===== src/hdl/can_rx_ovf_defines.vh =====
// Constants for the receive overrun and buffer tail block
`ifndef CAN_RX_OVF_DEFINES_VH
`define CAN_RX_OVF_DEFINES_VH
// Register byte offsets on APB
`define OFS_OVF_LOW 12'h000
`define OFS_OVF_HIGH 12'h004
`define OFS_IRQ_STATUS 12'h008
`define OFS_IRQ_MASK 12'h00c
`define OFS_BUF_SEL 12'h010
`define OFS_BUF_WORD6 12'h014
`define OFS_BUF_WORD7 12'h018
// Field positions
`define FILT_LSB 8
`define FILT_MSB 12
// Interrupt status bits
`define IRQ_OVF_BIT 0
`define IRQ_RXSTORE_BIT 1
`define IRQ_WIDTH 2
// Reset values
`define OVF_RESET 16'h0000
`define MASK_RESET 2'h0
`endif


===== src/hdl/ovf_flag_bank.v =====
// Sticky overrun flags, one per buffer, cleared by writing zero
`timescale 1ns/1ps
`default_nettype none
module ovf_flag_bank #(
    parameter NBUF = 32
) (
    input wire clk_sys,
    input wire rst,
    input wire [NBUF-1:0] setVec,
    input wire [NBUF-1:0] clrVec,
    output wire [NBUF-1:0] flags
);
    reg [NBUF-1:0] flags_ff;
    genvar i;
    // One flag per buffer; set beats clear so no overrun is lost
    generate
        for (i = 0; i < NBUF; i = i + 1) begin : gFlag
            always @(posedge clk_sys) begin
                if (rst) begin
                    flags_ff[i] <= 1'b0;
                end else if (setVec[i]) begin
                    flags_ff[i] <= 1'b1;
                end else if (clrVec[i]) begin
                    flags_ff[i] <= 1'b0;
                end
            end
        end
    endgenerate
    assign flags = flags_ff;
endmodule // ovf_flag_bank
`default_nettype wire


===== src/hdl/buf_tail_store.v =====
// Words 6 and 7 of every message buffer, held in flip-flops
`timescale 1ns/1ps
`default_nettype none
`include "can_rx_ovf_defines.vh"
module buf_tail_store #(
    parameter NBUF = 32,
    parameter IW = 5
) (
    input wire clk_sys,
    input wire [IW-1:0] swIdx,
    input wire swWr6,
    input wire swWr7,
    input wire [15:0] swData,
    input wire rxWr,
    input wire [IW-1:0] rxIdx,
    input wire [15:0] rxWord6,
    input wire [4:0] rxFilt,
    output wire [15:0] rdWord6,
    output wire [15:0] rdWord7
);
    reg [15:0] word6Mem [0:NBUF-1];
    reg [4:0] filtMem [0:NBUF-1];
    genvar i;
    // No reset: contents are undefined until written
    generate
        for (i = 0; i < NBUF; i = i + 1) begin : gEnt
            always @(posedge clk_sys) begin
                if (rxWr && rxIdx == i) begin
                    word6Mem[i] <= rxWord6;
                    filtMem[i] <= rxFilt;
                end else begin
                    if (swWr6 && swIdx == i) begin
                        word6Mem[i] <= swData;
                    end
                    if (swWr7 && swIdx == i) begin
                        filtMem[i] <= swData[`FILT_MSB:`FILT_LSB];
                    end
                end
            end
        end
    endgenerate
    // Byte 7 high, byte 6 low; filter code in 12:8, rest zero
    assign rdWord6 = word6Mem[swIdx];
    assign rdWord7 = {3'h0, filtMem[swIdx], 8'h00};
endmodule // buf_tail_store
`default_nettype wire


===== src/hdl/can_rx_overflow_and_buffer_tail.v =====
// APB top: receive overrun flags and message buffer tail words
//
// The address map and register access over APB were left to the implementer.
`timescale 1ns/1ps
`default_nettype none
`include "can_rx_ovf_defines.vh"
// Function
// - Store attempt into a full buffer sets that buffer's overrun flag.
// - Writing 0 clears an overrun flag; writing 1 does nothing.
// - Flag 0 means no overrun; a set flag holds until cleared.
// - Two 16-bit registers: buffers 0-15 low, 16-31 high.
// - Word 6 holds byte 7 high, byte 6 low, read and write.
// - Word 7 bits 12:8 hold matching filter index, others read zero.
// - Filter index written only when storing a received message; here a software write to word 7 also sets it.
module can_rx_overflow_and_buffer_tail #(
    parameter NBUF = 32,
    parameter IW = 5
) (
    input wire clk_sys,
    input wire rst,
    input wire psel,
    input wire penable,
    input wire pwrite,
    input wire [11:0] paddr,
    input wire [31:0] pwdata,
    output reg [31:0] prdata,
    output reg pready,
    output reg pslverr,
    input wire rxStore,
    input wire [IW-1:0] rxBufIdx,
    input wire rxBufFull,
    input wire [15:0] rxPayload67,
    input wire [4:0] matchingFilterIndex,
    output reg irq
);
    reg [IW-1:0] bufSel_ff;
    reg [`IRQ_WIDTH-1:0] irqStatus_ff;
    reg [`IRQ_WIDTH-1:0] irqMask_ff;
    reg [`IRQ_WIDTH-1:0] nxt_irqStatus;
    reg [NBUF-1:0] ovfSet;
    reg [NBUF-1:0] ovfClr;
    reg [31:0] nxt_prdata;
    reg nxt_slverr;
    reg decHit;
    wire [NBUF-1:0] rxBufferOverrunFlag;
    wire [15:0] rdWord6;
    wire [15:0] rdWord7;
    wire acc;
    wire wrAcc;
    wire storeOk;

    // Access phase takes two cycles (one wait state); pready rises once per access
    assign acc = psel && penable && !pready;
    assign wrAcc = acc && pwrite;
    assign storeOk = rxStore && !rxBufFull;

    // Overrun set from rx path, clear from zero bits of a flag write
    always @* begin
        ovfSet = {NBUF{1'b0}};
        ovfClr = {NBUF{1'b0}};
        if (rxStore && rxBufFull) begin
            ovfSet[rxBufIdx] = 1'b1;
        end
        if (wrAcc && paddr == `OFS_OVF_LOW) begin
            ovfClr[15:0] = ~pwdata[15:0];
        end
        if (wrAcc && paddr == `OFS_OVF_HIGH) begin
            ovfClr[31:16] = ~pwdata[15:0];
        end
    end

    ovf_flag_bank #(
        .NBUF(NBUF)
    ) uFlags (
        .clk_sys(clk_sys),
        .rst(rst),
        .setVec(ovfSet),
        .clrVec(ovfClr),
        .flags(rxBufferOverrunFlag)
    );

    // Rx store wins the buffer slot over a software write that cycle
    buf_tail_store #(
        .NBUF(NBUF),
        .IW(IW)
    ) uTail (
        .clk_sys(clk_sys),
        .swIdx(bufSel_ff),
        .swWr6(wrAcc && paddr == `OFS_BUF_WORD6),
        .swWr7(wrAcc && paddr == `OFS_BUF_WORD7),
        .swData(pwdata[15:0]),
        .rxWr(storeOk),
        .rxIdx(rxBufIdx),
        .rxWord6(rxPayload67),
        .rxFilt(matchingFilterIndex),
        .rdWord6(rdWord6),
        .rdWord7(rdWord7)
    );

    // Interrupt status: events set, write-one clears, set wins
    always @* begin
        nxt_irqStatus = irqStatus_ff;
        if (wrAcc && paddr == `OFS_IRQ_STATUS) begin
            nxt_irqStatus = irqStatus_ff & ~pwdata[`IRQ_WIDTH-1:0];
        end
        if (rxStore && rxBufFull) begin
            nxt_irqStatus[`IRQ_OVF_BIT] = 1'b1;
        end
        if (storeOk) begin
            nxt_irqStatus[`IRQ_RXSTORE_BIT] = 1'b1;
        end
    end

    // Read mux and unmapped-address decode
    always @* begin
        nxt_prdata = 32'h0000_0000;
        decHit = 1'b1;
        case (paddr)
            `OFS_OVF_LOW: nxt_prdata[15:0] = rxBufferOverrunFlag[15:0];
            `OFS_OVF_HIGH: nxt_prdata[15:0] = rxBufferOverrunFlag[31:16];
            `OFS_IRQ_STATUS: nxt_prdata[`IRQ_WIDTH-1:0] = irqStatus_ff;
            `OFS_IRQ_MASK: nxt_prdata[`IRQ_WIDTH-1:0] = irqMask_ff;
            `OFS_BUF_SEL: nxt_prdata[IW-1:0] = bufSel_ff;
            `OFS_BUF_WORD6: nxt_prdata[15:0] = rdWord6;
            `OFS_BUF_WORD7: nxt_prdata[15:0] = rdWord7;
            default: decHit = 1'b0;
        endcase
        nxt_slverr = acc && !decHit;
        if (!acc || pwrite) begin
            nxt_prdata = 32'h0000_0000;
        end
    end

    // Bus outputs and control registers
    always @(posedge clk_sys) begin
        if (rst) begin
            pready <= 1'b0;
            pslverr <= 1'b0;
            prdata <= 32'h0000_0000;
            bufSel_ff <= {IW{1'b0}};
            irqStatus_ff <= `MASK_RESET;
            irqMask_ff <= `MASK_RESET;
            irq <= 1'b0;
        end else begin
            pready <= acc;
            pslverr <= nxt_slverr;
            prdata <= nxt_prdata;
            irqStatus_ff <= nxt_irqStatus;
            if (wrAcc && paddr == `OFS_BUF_SEL) begin
                bufSel_ff <= pwdata[IW-1:0];
            end
            if (wrAcc && paddr == `OFS_IRQ_MASK) begin
                irqMask_ff <= pwdata[`IRQ_WIDTH-1:0];
            end
            // Level irq, registered from next status so it changes on the same edge as status
            irq <= |(nxt_irqStatus & irqMask_ff);
        end
    end
endmodule // can_rx_overflow_and_buffer_tail
`default_nettype wire


===== config.mk =====
export PLATFORM = sky130hd
export DESIGN_NAME = can_rx_overflow_and_buffer_tail
export DESIGN_NICKNAME = d
export VERILOG_FILES = /design/src/hdl/ovf_flag_bank.v /design/src/hdl/buf_tail_store.v /design/src/hdl/can_rx_overflow_and_buffer_tail.v
export VERILOG_INCLUDE_DIRS = /design/src /design/src/hdl
export SDC_FILE = /design/constraint.sdc
export NUM_CORES = 1
export LEC_CHECK = 0
export ABC_AREA = 1
export BUFFER_PORTS_ARGS = -buffer_cell sky130_fd_sc_hd__buf_2
export CAP_MARGIN = 10
export CORE_ASPECT_RATIO = 0.9
export CORE_MARGIN = 3
export CORE_UTILIZATION = 30
export DETAILED_ROUTE_END_ITERATION = 12
export HOLD_SLACK_MARGIN = 0.1
export PLACE_DENSITY_LB_ADDON = 0.1
export SYNTH_ARGS = -nofsm -noshare
export SYNTH_HDL_FRONTEND = slang
export SYNTH_SLANG_ARGS = --single-unit
export TNS_END_PERCENT = 100

===== constraint.sdc =====
create_clock -name clk_sys -period 2.8 [get_ports clk_sys]
set_input_delay 0.56 -clock clk_sys [delete_from_list [all_inputs] [get_ports clk_sys]]
set_output_delay 0.56 -clock clk_sys [all_outputs]
set_load 0.01 [all_outputs]

Word-level counts from Yosys, hierarchy flattened

Memories as Yosys holds them, arrays and structs flattened. A register that Yosys moved wholly into a read port is not among the register bits.
Index checks and enable logic that the tools add are counted.

Memory bits (writable): 672
Register bits: 76
Logic and storage cells: 733
Memories: 2
Output and inout bits: 35
Bits of input ports: 77

Bitwise logic cells: 68
Mux-type cells: 400
Eq/ne operators: 68
Reductions and logical operators: 153
Magnitude comparators: 2

Memories:

| memory         | depth | bits a word | rd ports | clocked after memory_dff | wr ports | line                | text |
|---|---|---|---|---|---|---|---|
| uTail.word6Mem | 32    | 16          | 1        | 1                        | 32       | buf_tail_store.v:21 | `reg [15:0] word6Mem [0:NBUF-1];` |
| uTail.filtMem  | 32    | 5           | 1        | 1                        | 32       | buf_tail_store.v:22 | `reg [4:0] filtMem [0:NBUF-1];` |

Operators with widths:

| cell                                                        | count |
|---|---|
| two-way mux 16 bit                                          | 34 |
| two-way mux 1 bit                                           | 324 |
| two-way mux 5 bit                                           | 36 |
| equality test 5 bit (second input constant)                 | 32 |
| logical AND 1 bit                                           | 110 |
| equality test 5 x 4 -> 1 bit (second input constant)        | 16 |
| OR 1 bit                                                    | 64 |
| nonzero test 2 bit                                          | 32 |
| case mux 11 bit (4 select lines)                            | 1 |
| equality test 5 x 3 -> 1 bit (second input constant)        | 8 |
| equality test 12 x 5 -> 1 bit (second input constant)       | 3 |
| two-way mux 32 bit                                          | 1 |
| equality test 12 x 4 -> 1 bit (second input constant)       | 2 |
| equality test 5 x 2 -> 1 bit (second input constant)        | 4 |
| NOT 16 bit                                                  | 1 |
| equality test 12 x 3 -> 1 bit (second input constant)       | 1 |
| zero test 12 bit                                            | 1 |
| case mux 2 bit (6 select lines)                             | 1 |
| case mux 3 bit (4 select lines)                             | 1 |
| equality test 5 x 1 -> 1 bit (second input constant)        | 2 |
| zero test 5 bit                                             | 2 |
| OR reduction 7 bit                                          | 1 |
| less-than comparator 5 x 6 -> 1 bit (second input constant) | 1 |
| demux 1 bit (select 5 bit)                                  | 1 |
| other kinds (7)                                             | 12 |

Longest topological paths before layout

Depth in word-level cells: 9
Gate-level depth with buffers: 14
Depth with buffers taken out: 11

Hierarchy

Synthesis repeated with hierarchy kept, for this count alone.

Cells, all modules: 4,991
Area, all modules: 38,979.9 um2

Modules (own cells, without submodules):

| module                          | times used | area an instance (um2) | cells an instance | sequential area each (um2) |
|---|---|---|---|---|
| buf_tail_store                  | 1          | 35,520.3               | 4,444             | 20,179.4 |
| can_rx_overflow_and_buffer_tail | 1          | 2,264.7                | 384               | 560.5 |
| ovf_flag_bank                   | 1          | 1,194.9                | 163               | 640.6 |

Least setup slack after synthesis

No wires, ideal clock.

Kind: input to register
From: input port paddr[11]
To: memory uTail.word6Mem[7][0], enable pin
Data required time: 2.428 ns
Arrival: 2.186 ns
Setup time: 0.372 ns
Path buffers: 1
Cell stages on the path: 8
Setup slack: 0.242 ns
Path through: nor2_1 nand2_2 nor2_1 nand2_1 nor3_1 clkbuf_1 nand2_1 nand2_1

RTL lines:

| item               | line                                 | text |
|---|---|---|
| start: declaration | can_rx_overflow_and_buffer_tail.v:24 | `input wire [11:0] paddr,` |
| end: declaration   | buf_tail_store.v:21                  |  |

==> impl_metrics.tcl <==
set metrics [dict create \
    status "finished clean" \
    final_util 0.355 \
    min_from "rxBufFull" \
    critPathLaunchType "flop" \
    cts.clk_slew.worst_paths_ns 0.06 \
    ys_ff_latch 737 \
    die_w_um 385 \
    yosysWarnings 0 \
    numCtsBuffers 91 \
    hold_depth 4 \
    cts_tree "done" \
    arrival_ns 3.02 \
    drc 0 \
    io_pins 112 \
    cts_setup_buffers 0 \
    finalSetupTns_ns 0 \
    num_rows 124 \
    die_h_um 347 \
    ys_seq_area_frac 0.554 \
    timing.rr.end "uTail.word6Mem[21][14]" \
    grt_pass1_wl_mm 219 \
    yosysTopAreaCellShare 0.521 \
    fin_crit_ns 2.64 \
    grt.total_usage 0.224 \
    p_leak_nw 17.8 \
    r2r-start "bufSel_ff[0]" \
    start_util 0.303 \
    hp-class "input pin to flop" \
    r2r_cells 8 \
    routed_via_density 5.08 \
    rsz0062_at_grt "false" \
    worst-r2r-setup-slack_ns 0.16 \
    min_to "irqStatus_ff[1]" \
    finalWirelength_mm 152 \
    post_cts_resize_count 0 \
    syn2layout_area_growth_pct 17.0 \
    critical_path_peak_fanout 32 \
    hold_buffers 0 \
    synth_area_leaders "edfxtp_1, nand2_1, o21ai_0" \
    hold_violations 0 \
    clock_skew_ns 0.0221 \
    first_pass_iters 6 \
    worstMarginPinSlew_ns 1.01 \
    critPathTopFamily "simple AND/OR/NAND/NOR gates" \
    synth_edf_count 672 \
    max-slew-margin-rel 0.327 \
    grt_max_degree 74 \
    ant_nets 0 \
    yosysMostFrequentCell "nand2_1" \
    cts_root_buf "clkbuf_16" \
    overflow 0 \
    port_buffers 79 \
    grt_antenna_before_repair 3 \
    grt_pass1_vias 30100 \
    yosysTopAreaCell "edfxtp_1" \
    vdd_ir_drop_max_mv 0.430 \
    cp_slowest_cell "nand2_1" \
    path_class "flop to flop" \
    yosys-top-cells-count "nand2_1, edfxtp_1, o21ai_0" \
    cap_violations 0 \
    htree_levels 3 \
    vias 32200 \
    place_congestion 0.848 \
    clk_path_buf_depth 3 \
    fin_crit_sh 0.942 \
    fmax_mhz 379 \
    drv_slew 0 \
    ys_types 33 \
    clock_latency_ns 0.68 \
    fin_nets 4652 \
    worstPathRequired_ns 3.18 \
    crit_buf_inv 2 \
    syn_avg_cell_area_um2 8.51 \
    n_antenna_cell 0 \
    crit_chain "inv_1, nor2_1, nand2_1, nor2_1, nand3_1, buf_12, nand2_1, o21ai_0" \
    clkSinkCount 737 \
    place_ws_ns 0.136 \
    drt_iter0_markers 3184 \
    async_flop_share 0 \
    slowest_delay_ns 0.55 \
    finalWorstSetupSlack_ns 0.161 \
    timing.hold.ws_ns 0.207 \
    post_drt_wl_per_cell_um 23.9 \
    synthCells 4555 \
    end_kind "flop" \
    finalSetupViolations 0 \
    p_per_area_mw_per_mm2 538 \
    fp.coreArea_mm2 0.128 \
    post_route_cells_drive_above_1_share 0.117 \
    dp_hpwl_mm 98.8 \
    dieArea_mm2 0.133 \
    synth_ff_type "edfxtp_1" \
    synthesis.area_mm2 0.0387 \
    num-fill-cells 13100 \
]
-- state kept, by name, summed over array words and instances, names as in the netlist, named ones only --
name	flops
pslverr	1
irqMask_ff	2
uFlags.flags	32
uTail.filtMem	160
irqStatus_ff	2
irq	1
pready	1
uTail.word6Mem	512
prdata	16
bufSel_ff	5
-- kinds of logic after synthesis --
group,count (synthesis),share of synthesized area
other,1,0.0000968
buffers and inverters,602,0.0651
and+or+nand+nor,2167,0.240
DFF,737,0.554
AOI/OAI and AO/OA,1048,0.140
-- per-layer routing --
metal / routed length [um] / vias up / track usage
met2: 64200 / 1112 / 0.326
met5: 13 / - / 0
li1: - / 15500 / -
met3: 11700 / 183 / 0.0462
met4: 4090 / 2 / 0.0592
met1: 71900 / 15400 / 0.335
-- worst max-delay path by stage --
| stage | start | endpoint | cells after the start |
|---|---|---|---|
| 2_1_floorplan | paddr[11] | uTail.word6Mem[7][0] | 8 |
| 3_3_place_gp | paddr[5] | uTail.filtMem[26][2] | 12 |
| 3_5_place_dp | paddr[5] | uTail.filtMem[26][4] | 12 |
| 4_1_cts | flop | prdata[11] | 13 |
| 5_1_grt | flop | prdata[13] | 10 |
| 6_report | bufSel_ff[0] | uTail.word6Mem[21][14] | 8 |
-- cell type report --
cell class | count | area [um^2] | area share
Timing Repair Buffer | 326 | 3510 | 0.0775
Tap cell | 1701 | 2130 | 0.0470
Inverter | 188 | 723 | 0.0160
Multi-Input combinational cell | 3231 | 14800 | 0.327
Clock inverter | 45 | 258 | 0.00569
Clock buffer | 118 | 2400 | 0.0529
Sequential cell | 737 | 21500 | 0.474
-- power by group --
part	internal (mW)	switching, mW
sequential	12.1	0.0171
clock	6.10	4.89
combinational	0.379	0.927
total	18.5	5.84
-- cells in the final DEF, fill, tap and decap left out, types with 6 or more instances in the layout --
master	count
nor3_1	10
a21oi_1	62
edfxtp_1	672
inv_2	12
clkbuf_16	91
buf_4	146
nor3_2	13
nand3_4	14
o21ai_1	429
nand2_1	1330
conb_1	16
clkinv_1	29
dfxtp_1	61
o21ai_0	486
buf_2	79
clkinv_2	13
nor3_4	17
nand3_1	377
clkbuf_1	25
inv_1	169
o211ai_1	62
a22o_1	6
buf_12	101
nand3_2	22
nand2_2	9
nor2_1	365
-- worst min-delay path, stage by stage --
cell,delay (ns)
buf_2,0.10
o21ai_0,0.07
nand2_1,0.05
inv_1,0.04
-- stage by stage --
| step | total power, mW | area [um^2] | std cells |
|---|---|---|---|
| floorplan | 13.0 | 38800 | 4570 |
| global placement | 13.6 | 42700 | 6183 |
| finish | 24.4 | 45300 | 6346 |
| detailed placement | 13.6 | 42700 | 6183 |
| global route | 25.2 | 45300 | 6346 |
| CTS | 24.6 | 45300 | 6346 |
(Power assumes the default switching activity.)
